==> src/adcrw_pkg.sv <==
// Purpose: constants, modes and carrier types of the converter result and window registers
// Assumes: byte-wide register port, 5-bit byte address, one clock
// Notes: sixteen-bit registers are two bytes, low byte at the even offset
`default_nettype none
package adcrw_pkg;

  // ----------------------------------------------------------------
  // register byte offsets
  // ----------------------------------------------------------------
  localparam logic [4:0] ADCRW_OFS_MASK = 5'h0A; // interrupt mask
  localparam logic [4:0] ADCRW_OFS_STATUS = 5'h0B; // sticky event flags
  localparam logic [4:0] ADCRW_OFS_DEBUG = 5'h0C; // debug run control
  localparam logic [4:0] ADCRW_OFS_LATCH = 5'h0D; // shared byte latch
  localparam logic [4:0] ADCRW_OFS_CONV = 5'h10; // conversion value, read only
  localparam logic [4:0] ADCRW_OFS_WINLO = 5'h12; // window low limit
  localparam logic [4:0] ADCRW_OFS_WINHI = 5'h14; // window high limit
  localparam logic [4:0] ADCRW_OFS_HI_BYTE = 5'h01; // high byte distance from base

  // ----------------------------------------------------------------
  // field positions
  // ----------------------------------------------------------------
  localparam int ADCRW_BIT_DONE = 0; // conversion done flag
  localparam int ADCRW_BIT_WIN = 1; // window match flag
  localparam int ADCRW_BIT_OVERRIDE = 0; // halt override in debug control

  // ----------------------------------------------------------------
  // reset values
  // ----------------------------------------------------------------
  localparam logic [7:0] ADCRW_RST_BYTE = 8'h00; // every byte register
  localparam logic [15:0] ADCRW_RST_WORD = 16'h0000; // every word register
  localparam logic [1:0] ADCRW_RST_FLAGS = 2'h0; // status and mask

  // ----------------------------------------------------------------
  // sample and accumulation limits
  // ----------------------------------------------------------------
  localparam logic [9:0] ADCRW_CODE_MAX = 10'h3FF; // input above reference
  localparam logic [9:0] ADCRW_CODE_MIN = 10'h000; // input below ground
  localparam logic [15:0] ADCRW_ACC_MAX = 16'hFFC0; // 64 saturated samples
  localparam logic [2:0] ADCRW_ACC_LOG2_MAX = 3'h6; // at most 64 samples

  // ----------------------------------------------------------------
  // window mode codes
  // ----------------------------------------------------------------
  localparam logic [2:0] ADCRW_WIN_NONE = 3'h0; // comparator off
  localparam logic [2:0] ADCRW_WIN_BELOW = 3'h1; // value below low limit
  localparam logic [2:0] ADCRW_WIN_ABOVE = 3'h2; // value above high limit
  localparam logic [2:0] ADCRW_WIN_INSIDE = 3'h3; // low <= value <= high
  localparam logic [2:0] ADCRW_WIN_OUTSIDE = 3'h4; // value outside limits

  // ----------------------------------------------------------------
  // carrier types
  // ----------------------------------------------------------------
  typedef struct packed {
    logic [4:0] addr; // byte address
    logic [7:0] wdata; // write byte
    logic wr; // write strobe
    logic rd; // read strobe
  } adcrw_bus_t;

  typedef struct packed {
    logic [9:0] code; // raw converter code
    logic over; // input above reference
    logic under; // input below ground
  } adcrw_sample_t;

  typedef struct packed {
    logic [1:0] mask; // interrupt mask
    logic [1:0] status; // sticky flags
    logic override; // halt override
    logic [7:0] latch; // shared byte latch
    logic [15:0] conv; // conversion value
    logic [15:0] winlo; // window low limit
    logic [15:0] winhi; // window high limit
    logic [15:0] acc; // running sum
    logic [6:0] acc_cnt; // samples summed so far
    logic [6:0] acc_target; // samples per result
    logic [7:0] rdata; // read answer
  } adcrw_state_t;

endpackage

`default_nettype wire

==> src/adcrw_top.sv <==
// Purpose: result, accumulation, window limits and shared byte latch of the converter
// Assumes: one clock, byte register port with read data one cycle after the strobe
// Notes: one sticky flag pair with a mask drives a single level interrupt
`timescale 1ns/1ps
`default_nettype none

module adcrw_top
  import adcrw_pkg::*;
(
  input wire logic CLOCK,
  input wire logic SYS_RST,
  input wire adcrw_bus_t BUS,
  output logic [7:0] BUS_RDATA,
  input wire logic CONV_DONE,
  input wire adcrw_sample_t SAMPLE,
  input wire logic [2:0] ACC_LOG2,
  input wire logic [2:0] WINDOW_MODE_SELECT,
  input wire logic CPU_HALTED,
  output logic IRQ
);

  // ----------------------------------------------------------------
  // address decode helpers
  // ----------------------------------------------------------------
  // true when the address is the low byte of a word register
  function automatic logic is_word_low(input logic [4:0] a);
    is_word_low = (a == ADCRW_OFS_CONV) || (a == ADCRW_OFS_WINLO) ||
                  (a == ADCRW_OFS_WINHI);
  endfunction

  // true when the address is the high byte of a word register
  function automatic logic is_word_high(input logic [4:0] a);
    is_word_high = is_word_low(5'(a - ADCRW_OFS_HI_BYTE));
  endfunction

  // ----------------------------------------------------------------
  // state
  // ----------------------------------------------------------------
  adcrw_state_t s_q; // registered state
  adcrw_state_t s_d; // next state
  logic active; // conversion events accepted this cycle
  logic take_sample; // a conversion event is accepted
  logic [9:0] code_sat; // saturated sample code
  logic [15:0] acc_base; // sum before this sample
  logic [15:0] acc_sum; // sum including this sample
  logic [6:0] cnt_next; // samples after this one
  logic [6:0] target_now; // samples per result for this run
  logic last_sample; // this sample ends the run
  logic win_match; // comparator answer on acc_sum
  logic [1:0] flag_set; // events this cycle
  logic [1:0] flag_clr; // software clears this cycle
  logic [2:0] log2_clamped; // log2 of accumulation depth, at most 6 (64 samples)
  logic [15:0] word_sel; // word register picked by the address

  // ----------------------------------------------------------------
  // debug halt gate
  // ----------------------------------------------------------------
  // halted cpu with override clear ignores conversion events; register access still runs
  assign active = !CPU_HALTED || s_q.override;
  assign take_sample = active && CONV_DONE;

  // ----------------------------------------------------------------
  // sample conditioning and accumulation
  // ----------------------------------------------------------------
  // over-range wins over under-range
  always_comb begin
    if (SAMPLE.over) begin
      code_sat = ADCRW_CODE_MAX;
    end else if (SAMPLE.under) begin
      code_sat = ADCRW_CODE_MIN;
    end else begin
      code_sat = SAMPLE.code;
    end
  end

  // depth is fixed at the first sample of a run
  assign log2_clamped = (ACC_LOG2 > ADCRW_ACC_LOG2_MAX) ? ADCRW_ACC_LOG2_MAX : ACC_LOG2;
  assign target_now = (s_q.acc_cnt == 7'h00) ? (7'h01 << log2_clamped) : s_q.acc_target;
  assign acc_base = (s_q.acc_cnt == 7'h00) ? ADCRW_RST_WORD : s_q.acc;
  // code lands in bits 9 to 0; 64 samples stay within 16 bits
  assign acc_sum = acc_base + {6'h00, code_sat};
  assign cnt_next = 7'(s_q.acc_cnt + 7'h01);
  assign last_sample = cnt_next == target_now;

  // ----------------------------------------------------------------
  // window comparator on the final sum
  // ----------------------------------------------------------------
  adcrw_window_cmp u_cmp (
    .value(acc_sum),
    .low_limit(s_q.winlo),
    .high_limit(s_q.winhi),
    .mode(WINDOW_MODE_SELECT),
    .match(win_match)
  );

  // ----------------------------------------------------------------
  // event and clear terms
  // ----------------------------------------------------------------
  // flags rise only when a run completes
  always_comb begin
    flag_set = 2'h0;
    if (take_sample && last_sample) begin
      flag_set[ADCRW_BIT_DONE] = 1'b1;
      flag_set[ADCRW_BIT_WIN] = win_match;
    end
  end

  // write one clears, reading the value low byte clears both
  always_comb begin
    flag_clr = 2'h0;
    if (BUS.wr && BUS.addr == ADCRW_OFS_STATUS) begin
      flag_clr = BUS.wdata[1:0];
    end else if (BUS.rd && BUS.addr == ADCRW_OFS_CONV) begin
      flag_clr = 2'h3;
    end
  end

  // word register behind a low byte address, zero for any other address
  always_comb begin
    word_sel = ADCRW_RST_WORD;
    if (BUS.addr == ADCRW_OFS_CONV) begin
      word_sel = s_q.conv;
    end else if (BUS.addr == ADCRW_OFS_WINLO) begin
      word_sel = s_q.winlo;
    end else if (BUS.addr == ADCRW_OFS_WINHI) begin
      word_sel = s_q.winhi;
    end
  end

  // ----------------------------------------------------------------
  // next state
  // ----------------------------------------------------------------
  always_comb begin
    s_d = s_q;
    s_d.rdata = ADCRW_RST_BYTE; // answer stands one cycle only
    // accumulate an accepted sample
    if (take_sample) begin
      if (last_sample) begin
        s_d.conv = acc_sum;
        s_d.acc_cnt = 7'h00;
      end else begin
        s_d.acc = acc_sum;
        s_d.acc_cnt = cnt_next;
        s_d.acc_target = target_now;
      end
    end
    // register reads
    if (BUS.rd) begin
      if (BUS.addr == ADCRW_OFS_MASK) begin
        s_d.rdata = {6'h00, s_q.mask};
      end else if (BUS.addr == ADCRW_OFS_STATUS) begin
        s_d.rdata = {6'h00, s_q.status};
      end else if (BUS.addr == ADCRW_OFS_DEBUG) begin
        s_d.rdata = {7'h00, s_q.override};
      end else if (BUS.addr == ADCRW_OFS_LATCH) begin
        s_d.rdata = s_q.latch;
      end else if (is_word_low(BUS.addr)) begin
        s_d.rdata = word_sel[7:0];
        s_d.latch = word_sel[15:8];
      end else if (is_word_high(BUS.addr)) begin
        s_d.rdata = s_q.latch;
      end
    end
    // register writes
    if (BUS.wr) begin
      if (BUS.addr == ADCRW_OFS_MASK) begin
        s_d.mask = BUS.wdata[1:0];
      end else if (BUS.addr == ADCRW_OFS_DEBUG) begin
        s_d.override = BUS.wdata[ADCRW_BIT_OVERRIDE];
      end else if (BUS.addr == ADCRW_OFS_LATCH) begin
        s_d.latch = BUS.wdata;
      end else if (BUS.addr == ADCRW_OFS_WINLO) begin
        s_d.winlo = {s_q.latch, BUS.wdata};
      end else if (BUS.addr == ADCRW_OFS_WINHI) begin
        s_d.winhi = {s_q.latch, BUS.wdata};
      end else if (is_word_high(BUS.addr) && BUS.addr != 5'(ADCRW_OFS_CONV + ADCRW_OFS_HI_BYTE)) begin
        s_d.latch = BUS.wdata;
      end
      // conversion value bytes ignore writes
    end
    // an event in the clearing cycle survives
    s_d.status = (s_q.status & ~flag_clr) | flag_set;
  end

  // ----------------------------------------------------------------
  // state register
  // ----------------------------------------------------------------
  always_ff @(posedge CLOCK or posedge SYS_RST) begin
    if (SYS_RST) begin
      s_q <= '{
        mask: ADCRW_RST_FLAGS,
        status: ADCRW_RST_FLAGS,
        override: 1'b0,
        latch: ADCRW_RST_BYTE,
        conv: ADCRW_RST_WORD,
        winlo: ADCRW_RST_WORD,
        winhi: ADCRW_RST_WORD,
        acc: ADCRW_RST_WORD,
        acc_cnt: 7'h00,
        acc_target: 7'h01,
        rdata: ADCRW_RST_BYTE
      };
    end else begin
      s_q <= s_d;
    end
  end

  // ----------------------------------------------------------------
  // outputs
  // ----------------------------------------------------------------
  assign BUS_RDATA = s_q.rdata; // registered answer
  assign IRQ = |(s_q.status & s_q.mask); // level while unmasked flag set

  // ----------------------------------------------------------------
  // assertions
  // ----------------------------------------------------------------
  property p_halt_ignores;
    @(posedge CLOCK) disable iff (SYS_RST)
      (CPU_HALTED && !s_q.override && CONV_DONE) |=>
        $stable(s_q.acc_cnt) && $stable(s_q.conv) && $stable(s_q.acc);
  endproperty
  a_halt_ignores: assert property (p_halt_ignores)
    else $error("event taken while halted without override");

  property p_override_runs;
    @(posedge CLOCK) disable iff (SYS_RST)
      (CPU_HALTED && s_q.override && CONV_DONE && s_q.acc_cnt == 7'h00 &&
       ACC_LOG2 == 3'h0) |=> s_q.status[ADCRW_BIT_DONE];
  endproperty
  a_override_runs: assert property (p_override_runs)
    else $error("override set but conversion not completed in halt");

  property p_low_read_latches;
    @(posedge CLOCK) disable iff (SYS_RST)
      (BUS.rd && is_word_low(BUS.addr)) |=> {s_q.latch, BUS_RDATA} == $past(word_sel);
  endproperty
  a_low_read_latches: assert property (p_low_read_latches)
    else $error("low byte read did not latch high byte");

  property p_word_commit;
    @(posedge CLOCK) disable iff (SYS_RST)
      (BUS.wr && BUS.addr == ADCRW_OFS_WINLO) |=>
        s_q.winlo == {$past(s_q.latch), $past(BUS.wdata)};
  endproperty
  a_word_commit: assert property (p_word_commit)
    else $error("low limit not committed with latch byte");

  property p_saturate_high;
    @(posedge CLOCK) disable iff (SYS_RST)
      (take_sample && SAMPLE.over && s_q.acc_cnt == 7'h00 && ACC_LOG2 == 3'h0) |=>
        s_q.conv == {6'h00, ADCRW_CODE_MAX};
  endproperty
  a_saturate_high: assert property (p_saturate_high)
    else $error("over-range sample not saturated");

  property p_saturate_low;
    @(posedge CLOCK) disable iff (SYS_RST)
      (take_sample && SAMPLE.under && !SAMPLE.over && s_q.acc_cnt == 7'h00 &&
       ACC_LOG2 == 3'h0) |=> s_q.conv == ADCRW_RST_WORD;
  endproperty
  a_saturate_low: assert property (p_saturate_low)
    else $error("under-range sample not zero");

  property p_acc_bound;
    @(posedge CLOCK) disable iff (SYS_RST)
      (s_q.conv <= ADCRW_ACC_MAX) && (s_q.acc_cnt < 7'h40);
  endproperty
  a_acc_bound: assert property (p_acc_bound)
    else $error("accumulated value beyond bound");

  property p_read_clears;
    @(posedge CLOCK) disable iff (SYS_RST)
      (BUS.rd && BUS.addr == ADCRW_OFS_CONV && !take_sample) |=>
        s_q.status == 2'h0;
  endproperty
  a_read_clears: assert property (p_read_clears)
    else $error("value read did not clear flags");

  property p_value_read_only;
    @(posedge CLOCK) disable iff (SYS_RST)
      (BUS.wr && !take_sample) |=> $stable(s_q.conv);
  endproperty
  a_value_read_only: assert property (p_value_read_only)
    else $error("conversion value changed by a write");

  property p_window_flag;
    @(posedge CLOCK) disable iff (SYS_RST)
      (take_sample && !last_sample && !s_q.status[ADCRW_BIT_WIN]) |=>
        !s_q.status[ADCRW_BIT_WIN];
  endproperty
  a_window_flag: assert property (p_window_flag)
    else $error("window flag set on a partial sum");

  // writing zeros to the status byte keeps set flags
  property p_zero_write_keeps;
    @(posedge CLOCK) disable iff (SYS_RST)
      (BUS.wr && BUS.addr == ADCRW_OFS_STATUS && BUS.wdata[1:0] == 2'h0 &&
       s_q.status != 2'h0) |=> s_q.status != 2'h0;
  endproperty
  a_zero_write_keeps: assert property (p_zero_write_keeps)
    else $error("zero write cleared a status flag");

  // a direct write loads the shared latch
  property p_latch_write;
    @(posedge CLOCK) disable iff (SYS_RST)
      (BUS.wr && BUS.addr == ADCRW_OFS_LATCH) |=> s_q.latch == $past(BUS.wdata);
  endproperty
  a_latch_write: assert property (p_latch_write)
    else $error("latch write not taken");

  // writes to the read-only high byte leave the latch alone
  property p_conv_high_ignored;
    @(posedge CLOCK) disable iff (SYS_RST)
      (BUS.wr && BUS.addr == 5'(ADCRW_OFS_CONV + ADCRW_OFS_HI_BYTE)) |=> $stable(s_q.latch);
  endproperty
  a_conv_high_ignored: assert property (p_conv_high_ignored)
    else $error("read-only high byte write reached the latch");

  // read answer stands for one cycle only, zero otherwise
  property p_answer_one_cycle;
    @(posedge CLOCK) disable iff (SYS_RST)
      !BUS.rd |=> BUS_RDATA == 8'h00;
  endproperty
  a_answer_one_cycle: assert property (p_answer_one_cycle)
    else $error("read answer outside its cycle");

endmodule

`default_nettype wire

==> src/adcrw_window_cmp.sv <==
// Purpose: digital window comparator on the final converter value
// Assumes: unsigned values, limits as software wrote them
// Notes: purely combinational; the caller decides when the answer counts
`timescale 1ns/1ps
`default_nettype none

module adcrw_window_cmp
  import adcrw_pkg::*;
(
  input wire logic [15:0] value,
  input wire logic [15:0] low_limit,
  input wire logic [15:0] high_limit,
  input wire logic [2:0] mode,
  output logic match
);

  // ----------------------------------------------------------------
  // comparison per mode
  // ----------------------------------------------------------------
  logic below; // strictly under low limit
  logic above; // strictly over high limit

  // plain magnitude compare, all zeros is zero
  assign below = value < low_limit;
  assign above = value > high_limit;

  // pick the relation that the mode selects
  always_comb begin
    match = 1'b0;
    unique case (mode)
      ADCRW_WIN_NONE: match = 1'b0; // comparator off
      ADCRW_WIN_BELOW: match = below;
      ADCRW_WIN_ABOVE: match = above;
      ADCRW_WIN_INSIDE: match = !below && !above;
      ADCRW_WIN_OUTSIDE: match = below || above;
      default: match = 1'b0; // unused codes never match
    endcase
  end

endmodule

`default_nettype wire

==> config.mk <==
export PLATFORM = sky130hd
export DESIGN_NAME = adcrw_top
export DESIGN_NICKNAME = d
export VERILOG_FILES = /design/src/adcrw_pkg.sv /design/src/adcrw_top.sv /design/src/adcrw_window_cmp.sv
export SDC_FILE = /design/constraint.sdc
export NUM_CORES = 1
export LEC_CHECK = 0
export BUFFER_PORTS_ARGS = -buffer_cell sky130_fd_sc_hd__buf_2
export CAP_MARGIN = 20
export CORE_MARGIN = 2
export CORE_UTILIZATION = 50
export DETAILED_ROUTE_END_ITERATION = 12
export GPL_TIMING_DRIVEN = 0
export PLACE_DENSITY_LB_ADDON = 0.25
export SYNTH_ARGS = -nofsm -noshare
export SYNTH_HDL_FRONTEND = slang
export SYNTH_HIERARCHICAL = 1
export SYNTH_SLANG_ARGS = --single-unit
==> constraint.sdc <==
create_clock -name CLOCK -period 6.1 [get_ports CLOCK]
set_input_delay 1.22 -clock CLOCK [delete_from_list [all_inputs] [get_ports CLOCK]]
set_output_delay 1.22 -clock CLOCK [all_outputs]
set_load 0.01 [all_outputs]
# --- Yosys cells after proc, flatten, opt, wreduce, memory -nomap -nowiden ---
# Index checks and enable logic that the tools add are counted.
op_classes:
  n_eq_ne: 16
  n_shift: 1
  bitwise: 9
  add_sub_neg: 3
  n_lt_le_gt_ge: 3
  mux: 33
  n_reduce_logical: 23
ops:
  columns: ["op", "count"]
  rows:
  - ["two-way mux 8 bit", 20]
  - ["two-way mux 16 bit", 4]
  - ["== test 5 bit (second input constant)", 6]
  - ["== test 5 x 4 -> 1 bit (second input constant)", 4]
  - ["two-way mux 10 bit", 2]
  - ["adder 16 x 10 -> 16 bit", 1]
  - ["greater-than comparator 16 bit", 1]
  - ["< comparator 16 bit", 1]
  - ["two-way mux 7 bit", 2]
  - ["adder 7 x 1 -> 7 bit (second input constant)", 1]
  - ["== test 7 bit", 1]
  - ["logical NOT 7 bit", 1]
  - ["<< shifter 1 x 3 -> 7 bit (first input constant)", 1]
  - ["== test 3 x 2 -> 1 bit (second input constant)", 2]
  - ["logical AND 1 bit", 6]
  - ["logical OR 1 bit", 6]
  - ["two-way mux 2 bit", 3]
  - ["AND reduction 2 bit", 3]
  - ["AND reduction 6 bit", 1]
  - ["!= test 5 bit (second input constant)", 1]
  - ["NOT 1 bit", 5]
  - ["AND reduction 5 bit", 1]
  - ["subtractor 5 x 1 -> 5 bit (second input constant)", 1]
  - ["AND 2 bit", 2]
  - ["10 further kinds", 12]
word_totals:
  word_cells: 99
  regBits: 99
  input_bits: 37

# --- Longest topological paths before layout ---
depth:
  ltp_word: 17
  ltp_mapped: 23

# --- Hierarchy ---
# Netlist, hierarchy kept.
by_module_without_submodules:
  columns: ["mod", "area_each_um2", "cells_each", "instances"]
  rows:
  - ["adcrw_top", 5595.4, 517, 1]
  - ["adcrw_window_cmp", 830.8, 121, 1]

# --- Least setup slack after synthesis ---
# OpenSTA, ideal clock, no wires.
synth_timing:
  path_type: "input port to flip-flop"
  start: "input SAMPLE[0] (netlist bit)"
  end: "register s_q[96] (netlist bit)"
  t_arrival_ns: 5.199
  path_stages: 19
  slack_ns: 0.836
  path_buffers: 0
  cell_sequence: "clkinv_1 -> a21o_1 -> ha_1 -> fa_1 -> a211oi_1 -> o21bai_1 -> a211o_1 -> a221oi_1 -> nor3_1 -> o21a_1 -> ha_1 -> a21oi_1 -> nand2_1 -> a221oi_2 -> a31oi_1 -> or4_1 -> nand4_1 -> nand3_1 -> nand2_1"
synth_rtl:
  columns: ["element", "line", "text"]
  rows:
  - ["from (decl)", "adcrw_top.sv:15", "input wire adcrw_sample_t SAMPLE,"]
  - ["to (signal assigned)", "adcrw_top.sv:190", "s_q <= '{"]
  - ["to (decl)", "adcrw_top.sv:39", "adcrw_state_t s_q;"]

==> flow_summary.ini <==
[status]
status = finished, final reports clean

[finish]
drive_gt1_share_pct = 23.44
num-nets-final = 780
num_antenna_cells = 0
fillCellCount = 1085
final_area_sq_um = 7249
syn2layout_area_growth_pct = 12.81
seq_area_sq_um = 2479
multi_input_area_sq_um = 3666

[die]
dieArea_sq_um = 13780
die_w_um = 117.4
rows = 41
chipHeight_um = 117.4
io_pins = 46
core_area_sq_um = 12570
initial_core_util_pct = 51.13

[route]
drc = 0
via_per_inst = 5.779
met2WireLength_um = 7510
wl_met3_um = 957
wl_per_cell_um = 17.73
maxUsedRoutingLayer = met4
final_antenna_net_count = 0
drt-initial-drc-count = 358
vias = 5062
first_pass_iters = 5
m1WireLength_um = 6699
drt-total-wl_um = 15530

[logic_synthesis]
ys_warn_count = 6
async_flop_share_pct = 100.0
synthCells = 638
synth_top_cell_by_area = dfrtp_1
synth_edf_count = 0
synth_area_leaders = dfrtp_1 38%, ha_1 8.4%, mux2_2 8.2%
synth_top_area_share_pct = 38.16
synth_area_per_cell_sq_um = 10.07
synth.distinct_cells = 66
yosysSeqAreaShare_pct = 38.57
synth_most_common_cell = dfrtp_1
synth_ff_type = dfrtp_1
syn-num-nets = 719
ys_top_cells_by_count = 98 x dfrtp_1, 60 x nand2_1, 47 x mux2_2
syn_area_sq_um = 6426
ys_seq_elements = 99

[timing]
slew_headroom_pct = 42.11
setup_viol = 0
whs_ns = 0.4730
timing.final.crit_share_pct = 94.71
fmax_mhz = 173.1
drv_slew = 0
hold_viol = 0
fin_setup_tns_ns = 0
rsz0062_at_grt = false
period_needed_ns = 5.777
worst_pin_slew_ns = 0.8683
skew_ns = 0.005755

[clock_network]
cts_tree = done
htreeDepth = 3
clk_latency_ns = 0.35
cts_buffer_depth = 2
clkSlewWorstSetupHoldPaths_ns = 0.06
clkSinkCount = 99
cts_root_buffer = clkbuf_16
cts_buffers = 9

[hold_path]
hp-start = s_q[11]
hold_class = register to register

[global_routing]
first_global_vias = 5087
antenna_found_initial = 0
grt_max_degree = 71
grt_usage_pct = 23.45
grt_pass1_wl_um = 25700
grt_overflow = 0

[setup_path]
worstPathArrival_ns = 6.07
worstSetupPathType = register to register
cp_max_fo = 10
required_ns = 6.39
worstSetupStartpoint = s_q[15]
end_kind = register
rr_startpoint = s_q[15]
start_kind = register

[place]
dpl.hpwl_um = 11660
gp_congestion = 0.9135
post_dp_cell_area_sq_um = 6892
port-buffer-count = 44

[pwr]
leakage_nw = 3.413
power_mw = 3.661
power_density_nw_per_um2 = 505.1
ir_worst_vdd_mv = 0.2629

[flow_run]
cap_violations = 0
-- registers in the layout, summed over array words and instances, names as in the netlist --
register / cells
BUS_RDATA: 8
s_q: 91
-- through the flow --
step	util, %	std cells	setup WS (ns)
floorplan	-	638	0.8356
global placement	54.59	854	-0.2066
detailed placement	54.83	855	-0.3542
CTS	57.29	871	0.06607
global route	57.68	876	0.009114
finish	57.68	876	0.3228
-- worst max-delay path, stage by stage, from the launching register on --
cell and delay (ns):
dfrtp_1 0.44, inv_1 0.15, ha_1 0.21, nor4b_4 0.36
nand2_2 0.17, clkbuf_2 0.22, and2_1 0.18, ha_1 0.20
fa_1 0.45, a211oi_1 0.23, o21bai_1 0.12, a211o_1 0.34
a221oi_4 0.38, nor3_1 0.08, o21a_2 0.25, ha_1 0.33
a21oi_1 0.13, nand2_1 0.09, a221oi_2 0.30, a31oi_2 0.17
or4_1 0.52, nand4_1 0.14, nand3_1 0.14, nand2_1 0.10
-- layout by cell type, fill, tap and decap left out, types with 17 or more instances in the layout --
cell	Yosys	final
o21ai_0	42	42
inv_1	38	37
a21oi_1	24	24
mux2i_1	17	17
dfrtp_1	98	98
ha_1	43	43
mux2_4	24	24
a21o_1	17	17
nor2_1	29	29
mux2_2	47	47
nand2_1	60	59
buf_2	2	46
-- power breakdown --
part | internal [mW] | total, mW | switching [mW]
Sequential | 0.848 | 1.00 | 0.155
Combinational | 0.940 | 2.11 | 1.17
Clock | 0.300 | 0.547 | 0.247
-- final cells by class --
type / instances / area share [%]
Tap cell: 172 / 2.969
Sequential cell: 99 / 34.19
Timing Repair Buffer: 50 / 3.935
Clock inverter: 3 / 0.3107
Multi-Input combinational cell: 471 / 50.57
Buffer: 29 / 2.382
Clock buffer: 13 / 3.590
Inverter: 39 / 2.054
-- worst paths after layout --
check,depth (start not counted),to,slack (ns)
max in group asynchronous,3,BUS_RDATA[5],4.57
min in group asynchronous,2,s_q[67],0.87
setup / recovery,23,s_q[96],0.32
hold / removal,1,s_q[11],0.47
setup reg to reg,23,s_q[96],0.32
hold reg to reg,1,s_q[11],0.47
-- kinds of logic (layout without fill, tap and decap cells) --
family | after synthesis | after routing | synth area share (%)
simple gates | 179 | 179 | 14.33
compound gates | 142 | 142 | 14.41
flops | 99 | 99 | 38.57
mux | 88 | 88 | 16.49
buf+inv | 68 | 134 | 4.945
fa+ha+maj | 44 | 44 | 8.684
xor+xnor | 18 | 18 | 2.570
-- repair_timing --
item	CTS	global route
hold buffers	0	0
gates resized for setup	3	5
setup endpoints to repair	1	1
pin swaps	0	1
setup buffers	0	5
-- metal layers --
metal / global-route usage, % / vias up
li1: - / 2411
met1: 29.69 / 2467
met2: 38.93 / 153
met3: 5.447 / 31
met4: 9.262 / 0
met5: 0 / -
No activity file was read; power rests on OpenSTA's default activity.
